File: src/rtl/radio_timecode_pkg.sv
// Constants, register map and types of the radio timecode decoder
package radio_timecode_pkg;

  // Clock and timing
  localparam int unsigned CLK_HZ         = 100_000_000;
  localparam int unsigned CYC_PER_MS     = CLK_HZ / 1000;
  localparam int unsigned POL_WINDOW_MS  = 5000;
  localparam int unsigned SECOND_MS      = 1000;
  localparam int unsigned FREE_TICK_MS   = 1050;
  localparam int unsigned MARKER_GAP_MS  = 1500;
  localparam int unsigned BIT_SPLIT_MS   = 150;
  localparam int unsigned POL_WINDOW_CYC = POL_WINDOW_MS * CYC_PER_MS;
  localparam int unsigned SECOND_CYC     = SECOND_MS * CYC_PER_MS;
  localparam int unsigned FREE_TICK_CYC  = FREE_TICK_MS * CYC_PER_MS;
  localparam int unsigned MARKER_GAP_CYC = MARKER_GAP_MS * CYC_PER_MS;
  localparam int unsigned BIT_SPLIT_CYC  = BIT_SPLIT_MS * CYC_PER_MS;

  // Register byte offsets
  localparam logic [7:0] OFF_CTRL     = 8'h00;
  localparam logic [7:0] OFF_STATUS   = 8'h04;
  localparam logic [7:0] OFF_IRQ_STAT = 8'h08;
  localparam logic [7:0] OFF_IRQ_MASK = 8'h0c;
  localparam logic [7:0] OFF_TIME     = 8'h10;
  localparam logic [7:0] OFF_DATE     = 8'h14;
  localparam logic [7:0] OFF_FLAGS    = 8'h18;
  localparam logic [7:0] OFF_STAMP    = 8'h1c;
  localparam logic [7:0] OFF_SECONDS  = 8'h20;

  // Control fields and reset
  localparam int unsigned CTRL_EN    = 0;
  localparam int unsigned CTRL_AUTO  = 1;
  localparam logic [1:0]  CTRL_RESET = 2'h3;

  // Interrupt events
  localparam int unsigned NUM_EV      = 4;
  localparam int unsigned EV_SECOND   = 0;
  localparam int unsigned EV_MINUTE   = 1;
  localparam int unsigned EV_POLARITY = 2;
  localparam int unsigned EV_MISSING  = 3;

  // Positions inside a received minute
  localparam int unsigned FRAME_BITS  = 59;
  localparam logic [5:0]  LAST_SEC    = 6'h3b;
  localparam int unsigned BIT_DST_PND = 16;
  localparam int unsigned BIT_SUMMER  = 17;
  localparam int unsigned BIT_WINTER  = 18;
  localparam int unsigned BIT_LEAP    = 19;
  localparam int unsigned BIT_MIN     = 21;
  localparam int unsigned BIT_HOUR    = 29;
  localparam int unsigned BIT_DAY     = 36;
  localparam int unsigned BIT_WDAY    = 42;
  localparam int unsigned BIT_MON     = 45;
  localparam int unsigned BIT_YEAR    = 50;

  typedef enum logic [1:0] {ST_IDLE, ST_FREE, ST_DECODE, ST_LOCKED} dec_state_t;

  typedef struct packed {
    logic [6:0] minute;
    logic [5:0] hour;
    logic [5:0] day;
    logic [2:0] wday;
    logic [4:0] month;
    logic [7:0] year;
    logic       leap_pending_flag;
    logic       dst_pending;
    logic [1:0] summer_time_indication;
    logic [3:0] utc_offset;
  } decoded_t;

  typedef struct packed {
    logic [1:0]            sync;
    logic                  level;
    logic                  inv;
    logic [31:0]           win_cnt;
    logic [31:0]           high_cnt;
    logic [31:0]           gap_cnt;
    logic [31:0]           sec_tmr;
    logic [31:0]           width_cnt;
    logic                  in_pulse;
    logic                  free_adv;
    logic [5:0]            sec_cnt;
    logic [FRAME_BITS-1:0] frame;
    decoded_t              dec;
    logic                  valid;
    dec_state_t            st;
    logic [31:0]           tick;
    logic [31:0]           stamp;
    logic [1:0]            ctrl;
    logic [NUM_EV-1:0]     irq_stat;
    logic [NUM_EV-1:0]     irq_mask;
    logic [31:0]           prdata;
  } state_t;

endpackage

File: src/rtl/radio_timecode_decoder.sv
// Radio timecode decoder with APB registers and interrupt
`timescale 1ns/1ps
`default_nettype none

module radio_timecode_decoder #(
  parameter int unsigned POL_WINDOW_CYC = radio_timecode_pkg::POL_WINDOW_CYC,
  parameter int unsigned SECOND_CYC     = radio_timecode_pkg::SECOND_CYC,
  parameter int unsigned FREE_TICK_CYC  = radio_timecode_pkg::FREE_TICK_CYC,
  parameter int unsigned MARKER_GAP_CYC = radio_timecode_pkg::MARKER_GAP_CYC,
  parameter int unsigned BIT_SPLIT_CYC  = radio_timecode_pkg::BIT_SPLIT_CYC
) (
  // Clock and reset
  input  wire logic        pclk,
  input  wire logic        presetn,
  // APB slave
  input  wire logic        psel,
  input  wire logic        penable,
  input  wire logic        pwrite,
  input  wire logic [7:0]  paddr,
  input  wire logic [31:0] pwdata,
  output logic [31:0]      prdata,
  output logic             pready,
  output logic             pslverr,
  // Timecode pin
  input  wire logic        timecode_in,
  // Status outputs
  output logic             irq,
  output logic             time_valid,
  output logic             leap_pending_flag,
  output logic             leap_sign_flag,
  output logic [1:0]       summer_time_indication
);

  // Timer ordering the logic depends on
  if (POL_WINDOW_CYC < 4) begin : g_chk_window
    $error("radio_timecode_decoder: polarity window too short");
  end

  // Duty judged over whole seconds, not a fraction of one
  if (POL_WINDOW_CYC < SECOND_CYC) begin : g_chk_window_sec
    $error("radio_timecode_decoder: polarity window below one second");
  end

  if (BIT_SPLIT_CYC < 1) begin : g_chk_split
    $error("radio_timecode_decoder: bit split below one cycle");
  end

  if (SECOND_CYC <= BIT_SPLIT_CYC) begin : g_chk_second
    $error("radio_timecode_decoder: second not above bit split");
  end

  // Long pulse lasts a fifth of a second
  if (5 * BIT_SPLIT_CYC >= SECOND_CYC) begin : g_chk_split_max
    $error("radio_timecode_decoder: bit split not below long pulse");
  end

  // A late marker must not count the second twice
  if (FREE_TICK_CYC <= SECOND_CYC) begin : g_chk_tick
    $error("radio_timecode_decoder: free tick not above one second");
  end

  if (MARKER_GAP_CYC <= FREE_TICK_CYC) begin : g_chk_gap
    $error("radio_timecode_decoder: marker gap not above free tick");
  end

  // Absent marker leaves a gap of two seconds only
  if (MARKER_GAP_CYC >= 2 * SECOND_CYC) begin : g_chk_gap_max
    $error("radio_timecode_decoder: marker gap not below two seconds");
  end

  radio_timecode_pkg::state_t q;
  radio_timecode_pkg::state_t n;

  function automatic logic addr_hit(input logic [7:0] a);
    case (a)
      radio_timecode_pkg::OFF_CTRL,
      radio_timecode_pkg::OFF_STATUS,
      radio_timecode_pkg::OFF_IRQ_STAT,
      radio_timecode_pkg::OFF_IRQ_MASK,
      radio_timecode_pkg::OFF_TIME,
      radio_timecode_pkg::OFF_DATE,
      radio_timecode_pkg::OFF_FLAGS,
      radio_timecode_pkg::OFF_STAMP,
      radio_timecode_pkg::OFF_SECONDS: addr_hit = 1'b1;
      default:                         addr_hit = 1'b0;
    endcase
  endfunction

  function automatic logic [5:0] next_sec(input logic [5:0] s);
    next_sec = (s == radio_timecode_pkg::LAST_SEC) ? 6'h00 : s + 6'h01;
  endfunction

  function automatic radio_timecode_pkg::decoded_t
      decode_frame(input logic [radio_timecode_pkg::FRAME_BITS-1:0] f);
    radio_timecode_pkg::decoded_t d;
    logic [1:0]                   ind;
    d        = '0;
    d.minute = f[radio_timecode_pkg::BIT_MIN +: 7];
    d.hour   = f[radio_timecode_pkg::BIT_HOUR +: 6];
    d.day    = f[radio_timecode_pkg::BIT_DAY +: 6];
    d.wday   = f[radio_timecode_pkg::BIT_WDAY +: 3];
    d.month  = f[radio_timecode_pkg::BIT_MON +: 5];
    d.year   = f[radio_timecode_pkg::BIT_YEAR +: 8];
    d.leap_pending_flag = f[radio_timecode_pkg::BIT_LEAP];
    d.dst_pending = f[radio_timecode_pkg::BIT_DST_PND];
    if (f[radio_timecode_pkg::BIT_SUMMER]) begin
      ind = 2'h2;
    end else if (f[radio_timecode_pkg::BIT_WINTER]) begin
      ind = 2'h1;
    end else begin
      ind = 2'h0;
    end
    d.summer_time_indication = ind;
    // offset is minus the zone hours
    d.utc_offset = 4'h0 - {2'h0, ind};
    decode_frame = d;
  endfunction

  always_comb begin
    logic                     lvl;
    logic                     rise;
    logic                     fall;
    logic                     act;
    logic                     opp;
    logic                     new_inv;
    logic                     missing;
    logic                     run;
    logic [radio_timecode_pkg::NUM_EV-1:0] ev;
    logic [radio_timecode_pkg::NUM_EV-1:0] clr;
    lvl     = 1'b0;
    rise    = 1'b0;
    fall    = 1'b0;
    act     = 1'b0;
    opp     = 1'b0;
    new_inv = 1'b0;
    missing = 1'b0;
    run     = 1'b0;
    ev      = '0;
    clr     = '0;
    n       = q;

    n.sync  = {q.sync[0], timecode_in};
    lvl     = q.sync[1];
    n.level = lvl;
    rise    = lvl & ~q.level;
    fall    = ~lvl & q.level;
    act     = q.inv ? fall : rise;
    opp     = q.inv ? rise : fall;
    run     = q.ctrl[radio_timecode_pkg::CTRL_EN];
    n.tick  = q.tick + 32'h1;

    // high time over half the window means inverted
    if (q.win_cnt == 32'(POL_WINDOW_CYC - 1)) begin
      n.win_cnt  = '0;
      n.high_cnt = '0;
      new_inv    = q.ctrl[radio_timecode_pkg::CTRL_AUTO] &
                   (q.high_cnt > 32'(POL_WINDOW_CYC / 2));
      if (new_inv != q.inv) begin
        n.inv                                = new_inv;
        ev[radio_timecode_pkg::EV_POLARITY] = 1'b1;
      end
    end else begin
      n.win_cnt  = q.win_cnt + 32'h1;
      n.high_cnt = q.high_cnt + {31'h0, lvl};
    end

    if (q.gap_cnt != 32'hffff_ffff) begin
      n.gap_cnt = q.gap_cnt + 32'h1;
    end
    if (q.in_pulse) begin
      n.width_cnt = q.width_cnt + 32'h1;
    end

    if (opp && q.in_pulse) begin
      n.in_pulse = 1'b0;
      if ((q.st == radio_timecode_pkg::ST_DECODE || q.st == radio_timecode_pkg::ST_LOCKED) &&
          q.sec_cnt < 6'(radio_timecode_pkg::FRAME_BITS)) begin
        n.frame[q.sec_cnt] = (q.width_cnt >= 32'(BIT_SPLIT_CYC));
      end
    end

    // free running second without any marker
    if (q.st != radio_timecode_pkg::ST_IDLE && !act) begin
      if (q.sec_tmr == 32'(FREE_TICK_CYC - 1)) begin
        n.sec_tmr                          = 32'(FREE_TICK_CYC - SECOND_CYC);
        n.sec_cnt                          = next_sec(q.sec_cnt);
        n.free_adv                         = 1'b1;
        ev[radio_timecode_pkg::EV_SECOND] = 1'b1;
      end else begin
        n.sec_tmr = q.sec_tmr + 32'h1;
      end
    end

    if (act && run) begin
      // stamp taken from the marker edge
      n.stamp     = q.tick;
      n.width_cnt = '0;
      n.in_pulse  = 1'b1;
      n.gap_cnt   = '0;
      n.sec_tmr   = '0;
      n.free_adv  = 1'b0;
      // long gap marks the absent second
      missing     = q.gap_cnt >= 32'(MARKER_GAP_CYC);
      case (q.st)
        radio_timecode_pkg::ST_IDLE: begin
          n.st                               = radio_timecode_pkg::ST_FREE;
          n.sec_cnt                          = '0;
          ev[radio_timecode_pkg::EV_SECOND] = 1'b1;
        end
        radio_timecode_pkg::ST_FREE: begin
          if (missing) begin
            // align on minute start and decode
            n.st                                = radio_timecode_pkg::ST_DECODE;
            n.sec_cnt                           = '0;
            n.frame                             = '0;
            ev[radio_timecode_pkg::EV_MISSING] = 1'b1;
          end else if (!q.free_adv) begin
            n.sec_cnt = next_sec(q.sec_cnt);
          end
          ev[radio_timecode_pkg::EV_SECOND] = 1'b1;
        end
        radio_timecode_pkg::ST_DECODE,
        radio_timecode_pkg::ST_LOCKED: begin
          if (missing) begin
            // publish at the 59 to 00 change
            n.dec                               = decode_frame(q.frame);
            n.valid                             = 1'b1;
            n.st                                = radio_timecode_pkg::ST_LOCKED;
            n.sec_cnt                           = '0;
            n.frame                             = '0;
            ev[radio_timecode_pkg::EV_MINUTE]  = 1'b1;
            ev[radio_timecode_pkg::EV_MISSING] = 1'b1;
          end else if (!q.free_adv) begin
            n.sec_cnt = next_sec(q.sec_cnt);
          end
          ev[radio_timecode_pkg::EV_SECOND] = 1'b1;
        end
        default: begin
          n.st = radio_timecode_pkg::ST_IDLE;
        end
      endcase
    end

    // Register writes in the access phase
    if (psel && penable && pwrite) begin
      case (paddr)
        radio_timecode_pkg::OFF_CTRL: begin
          n.ctrl = pwdata[1:0];
        end
        radio_timecode_pkg::OFF_IRQ_STAT: begin
          clr = pwdata[radio_timecode_pkg::NUM_EV-1:0];
        end
        radio_timecode_pkg::OFF_IRQ_MASK: begin
          n.irq_mask = pwdata[radio_timecode_pkg::NUM_EV-1:0];
        end
        default: begin
          clr = '0;
        end
      endcase
    end
    // Set beats clear so no event is lost
    n.irq_stat = (q.irq_stat & ~clr) | ev;

    // Read data captured in setup so it is a flop in the access phase
    if (psel && !penable) begin
      case (paddr)
        radio_timecode_pkg::OFF_CTRL:     n.prdata = {30'h0, q.ctrl};
        radio_timecode_pkg::OFF_STATUS:   n.prdata = {28'h0, q.st, q.inv, q.valid};
        radio_timecode_pkg::OFF_IRQ_STAT: n.prdata = {28'h0, q.irq_stat};
        radio_timecode_pkg::OFF_IRQ_MASK: n.prdata = {28'h0, q.irq_mask};
        // decoded fields stay zero until first publish
        radio_timecode_pkg::OFF_TIME:     n.prdata = {18'h0, q.dec.hour, 1'b0, q.dec.minute};
        radio_timecode_pkg::OFF_DATE:     n.prdata = {q.dec.year, 3'h0, q.dec.month, 5'h0,
                                                      q.dec.wday, 2'h0, q.dec.day};
        radio_timecode_pkg::OFF_FLAGS:    n.prdata = {20'h0, q.dec.utc_offset, 2'h0,
                                                      q.dec.summer_time_indication, 1'b0,
                                                      q.dec.dst_pending, 1'b0,
                                                      q.dec.leap_pending_flag};
        radio_timecode_pkg::OFF_STAMP:    n.prdata = q.stamp;
        radio_timecode_pkg::OFF_SECONDS:  n.prdata = {26'h0, q.sec_cnt};
        default:                          n.prdata = 32'h0;
      endcase
    end

    // Disabling drops sync; polarity tracking keeps going
    if (!run) begin
      n.st       = radio_timecode_pkg::ST_IDLE;
      n.valid    = 1'b0;
      n.dec      = '0;
      n.sec_cnt  = '0;
      n.sec_tmr  = '0;
      n.free_adv = 1'b0;
    end
  end

  always_ff @(posedge pclk or negedge presetn) begin
    if (!presetn) begin
      q          <= '0;
      q.st       <= radio_timecode_pkg::ST_IDLE;
      q.ctrl     <= radio_timecode_pkg::CTRL_RESET;
    end else begin
      q <= n;
    end
  end

  // Zero wait state slave
  assign pready                 = 1'b1;
  assign pslverr                = psel & penable & ~addr_hit(paddr);
  assign prdata                 = q.prdata;
  assign irq                    = |(q.irq_stat & q.irq_mask);
  assign time_valid             = q.valid;
  assign leap_pending_flag      = q.dec.leap_pending_flag;
  // sign is not carried in the code
  assign leap_sign_flag         = 1'b0;
  assign summer_time_indication = q.dec.summer_time_indication;

endmodule

`default_nettype wire

File: config.mk
export PLATFORM = sky130hd
export DESIGN_NAME = radio_timecode_decoder
export DESIGN_NICKNAME = d
export VERILOG_FILES = /design/src/rtl/radio_timecode_pkg.sv /design/src/rtl/radio_timecode_decoder.sv
export SDC_FILE = /design/constraint.sdc
export NUM_CORES = 1
export LEC_CHECK = 0
export BUFFER_PORTS_ARGS = -buffer_cell sky130_fd_sc_hd__buf_2
export CAP_MARGIN = 30
export CELL_PAD_IN_SITES_DETAIL_PLACEMENT = 1
export CELL_PAD_IN_SITES_GLOBAL_PLACEMENT = 1
export CORE_MARGIN = 8
export CORE_UTILIZATION = 50
export DETAILED_ROUTE_END_ITERATION = 12
export HOLD_SLACK_MARGIN = 0.1
export PLACE_DENSITY = 0.92
export SKIP_CTS_REPAIR_TIMING = 1
export SYNTH_ARGS = -nofsm -noshare
export SYNTH_HDL_FRONTEND = slang
export SYNTH_SLANG_ARGS = --single-unit
File: constraint.sdc
create_clock -name pclk -period 3.8 [get_ports pclk]
set_clock_uncertainty 0.2 [all_clocks]
set_input_delay 0.76 -clock pclk [delete_from_list [all_inputs] [get_ports pclk]]
set_output_delay 0.76 -clock pclk [all_outputs]
set_load 0.005 [all_outputs]
==> flow_summary.ini <==
[outcome]
status = completed

[power]
ir_drop_mv = 0.279
p_sw_mw = 2.07
p_comb_share_pct = 5.4
p_sw_share_pct = 24.9
p_per_area_nw_per_um2 = 433
sequentialPowerShare_pct = 49.1
internal_power_mw = 6.23
power.leakage_nw = 8.53
power_frac_clock_pct = 45.6

[clock_network]
cts_inserted_buffers = 39
htreeDepth = 2
clock_sinks = 360
clkTransAtPathRegs_ns = 0.06
cts_buffer_depth = 3
cts_tree = done
clkLatencyLatePin_ns = 0.55
cts_root_buf = clkbuf_16

[yosys]
syn_inst = 1788
ys_seq_elements = 360
syn_area_um2 = 17300
syn_avg_cell_area_um2 = 9.67
yosysSeqAreaShare_pct = 52.1
synth_enable_flop_cells = 0
synth_cell_types = 77
synthArstFlopShare_pct = 100
yosysWarnings = 0
synth_fp_nets = 1844
ys.flop_type = dfrtp_1

[place]
gp_congestion = 0.865
place_area_um2 = 17900
place_ws_ns = 0.716
dp_hpwl_mm = 32.9
dp_cells = 2215
port_buffers = 55

[cells_and_area]
final_cell_mix = dfrtp_1, nor2_1, nand2_1, nand3_1, xor2_1
seq_area_um2 = 9010
stdcell_count = 2290
stdcell_area_um2 = 19200
layout-drive-gt1-share_pct = 10.5
nFillCells = 3742
finalNetCount = 1859
syn_to_final_growth_pct = 11.0
mostFrequentLayoutCell = dfrtp_1
multi_input_area_um2 = 7560

[setup_path]
crit_type = reg2reg
cp.required_ns = 4.04
cp-end-kind = flop
critPathSlowestCell = and3_1
rr_worst_depth = 6
critPathMaxStageDelay_ns = 0.82
worstPathArrival_ns = 3.65
startpoint_type = flop
crit_fanout = 22
crit_path_cell_trace = nor3b_1, nor2_1, nor2_4, and3_1, buf_4, a22o_1

[global_route]
grt_max_degree = 94
grt_first_pass_wirelength_mm = 91.4
grt_overflow_total = 0
grt_pass1_vias = 16400
track_usage_pct = 27.2
antenna_found_initial = 3

[timing]
maxSlewHeadroom_pct = 34.7
worst_hold_slack_ns = 0.124
fin_crit_sh_pct = 89.8
period_needed_ns = 3.41
finalWorstSetupSlack_ns = 0.389
tightest_slew_ns = 0.971
final.setup.tns_ns = 0
max_freq_mhz = 293
drv_slew = 0
setup_viol = 0
rsz0062_at_grt = false
finalHoldViolCount = 0

[routing]
vias_per_cell = 6.50
routed_wirelength_mm = 57.6
dr.pass1.iters = 7
drc_errors = 0
post_drt_wl_per_cell_um = 25.1
drt-initial-drc-count = 1622
ant_nets = 0
via_count = 14900

[floorplan]
die_area_um2 = 40800
coreArea_um2 = 34300
die_y_um = 202
io_pins = 86
die_x_um = 202
initial_core_util_pct = 50.4
core.rowCount = 68

[min_path]
hold_class = in2reg
holdPathStages = 1

[job]
drv_cap = 0
metrics by stage:
| stage | total power, mW | utilization (%) |
|---|---|---|
| after floorplan | 4.35 | - |
| after global placement | 4.51 | 52.1 |
| after detailed placement | 4.55 | 52.2 |
| after CTS | 8.31 | 55.8 |
| after global routing | 8.51 | 55.9 |
| final | 8.30 | 55.9 |
sequential cells by signal (all words and copies together) (netlist names):
| name | cells |
|---|---|
| summer_time_indication | 2 |
| leap_pending_flag | 1 |
| prdata | 32 |
| q | 322 |
| n | 2 |
| time_valid | 1 |
path summary, 6_finish.rpt:
path	start	to	slack (ns)
max	n[380]	q[122]	0.39
min	timecode_in	n[382]	0.12
max reg2reg	n[380]	q[122]	0.39
min reg2reg	n[382]	n[380]	0.16
max in group asynchronous	presetn	q[235]	1.80
min in group asynchronous	presetn	q[350]	0.63
cells by family after synthesis:
logic type	synth area share, %
and+or+nand+nor	23.9
DFF	52.1
AOI/OAI and AO/OA	10.2
xor gates and xnor gates	7.96
buffers and inverters	4.36
muxes	0.702
adders and majority gates	0.724
other	0.0435
cells in the mapped netlist (all sizes together) (38+ instances only):
library cell / number / area, um^2
a211oi: 44 / 340
a22o: 44 / 385
buf: 62 / 403
clkbuf: 54 / 223
dfrtp: 358 / 8960
nand2: 210 / 788
nand3: 92 / 460
nand4: 59 / 375
nor2: 288 / 1080
nor3: 38 / 206
o21ai: 40 / 200
xnor2: 77 / 674
xor2: 80 / 701
routing by layer:
layer | GRT usage (%) | wire length, um | vias to the layer above
met5 | 0 | 0 | -
met4 | 14.2 | 2800 | 0
met3 | 4.87 | 4150 | 249
met2 | 46.7 | 29200 | 811
met1 | 32.3 | 21400 | 7563
li1 | - | - | 6258
power groups by stage:
stage                     Clock, mW  Combinational [mW]  Sequential, mW
after CTS                      3.80               0.449            4.06
after global routing           3.93               0.500            4.08
final                          3.78               0.447            4.07
after floorplan                   0               0.262            4.09
after detailed placement          0               0.430            4.12
after global placement            0               0.395            4.11
worst max-delay path: cells and delay by family (launching register included):
family                 cells  cell delay [ns]
buffers and inverters      1             0.43
and+or+nand+nor            4             1.83
DFF                        1             0.56
AOI/OAI and AO/OA          1             0.24
area by class of cell:
| cell class | count | share of cell area (%) |
|---|---|---|
| diodes | 3 | 0.0391 |
| clock buffers | 56 | 5.84 |
| clock inverters | 14 | 0.587 |
| inverters | 34 | 0.665 |
| multi-input cells | 1278 | 39.4 |
| flip-flops and latches | 360 | 47.0 |
| well taps | 455 | 2.97 |
| repair buffers | 90 | 3.51 |
(Power assumes the default switching activity.)
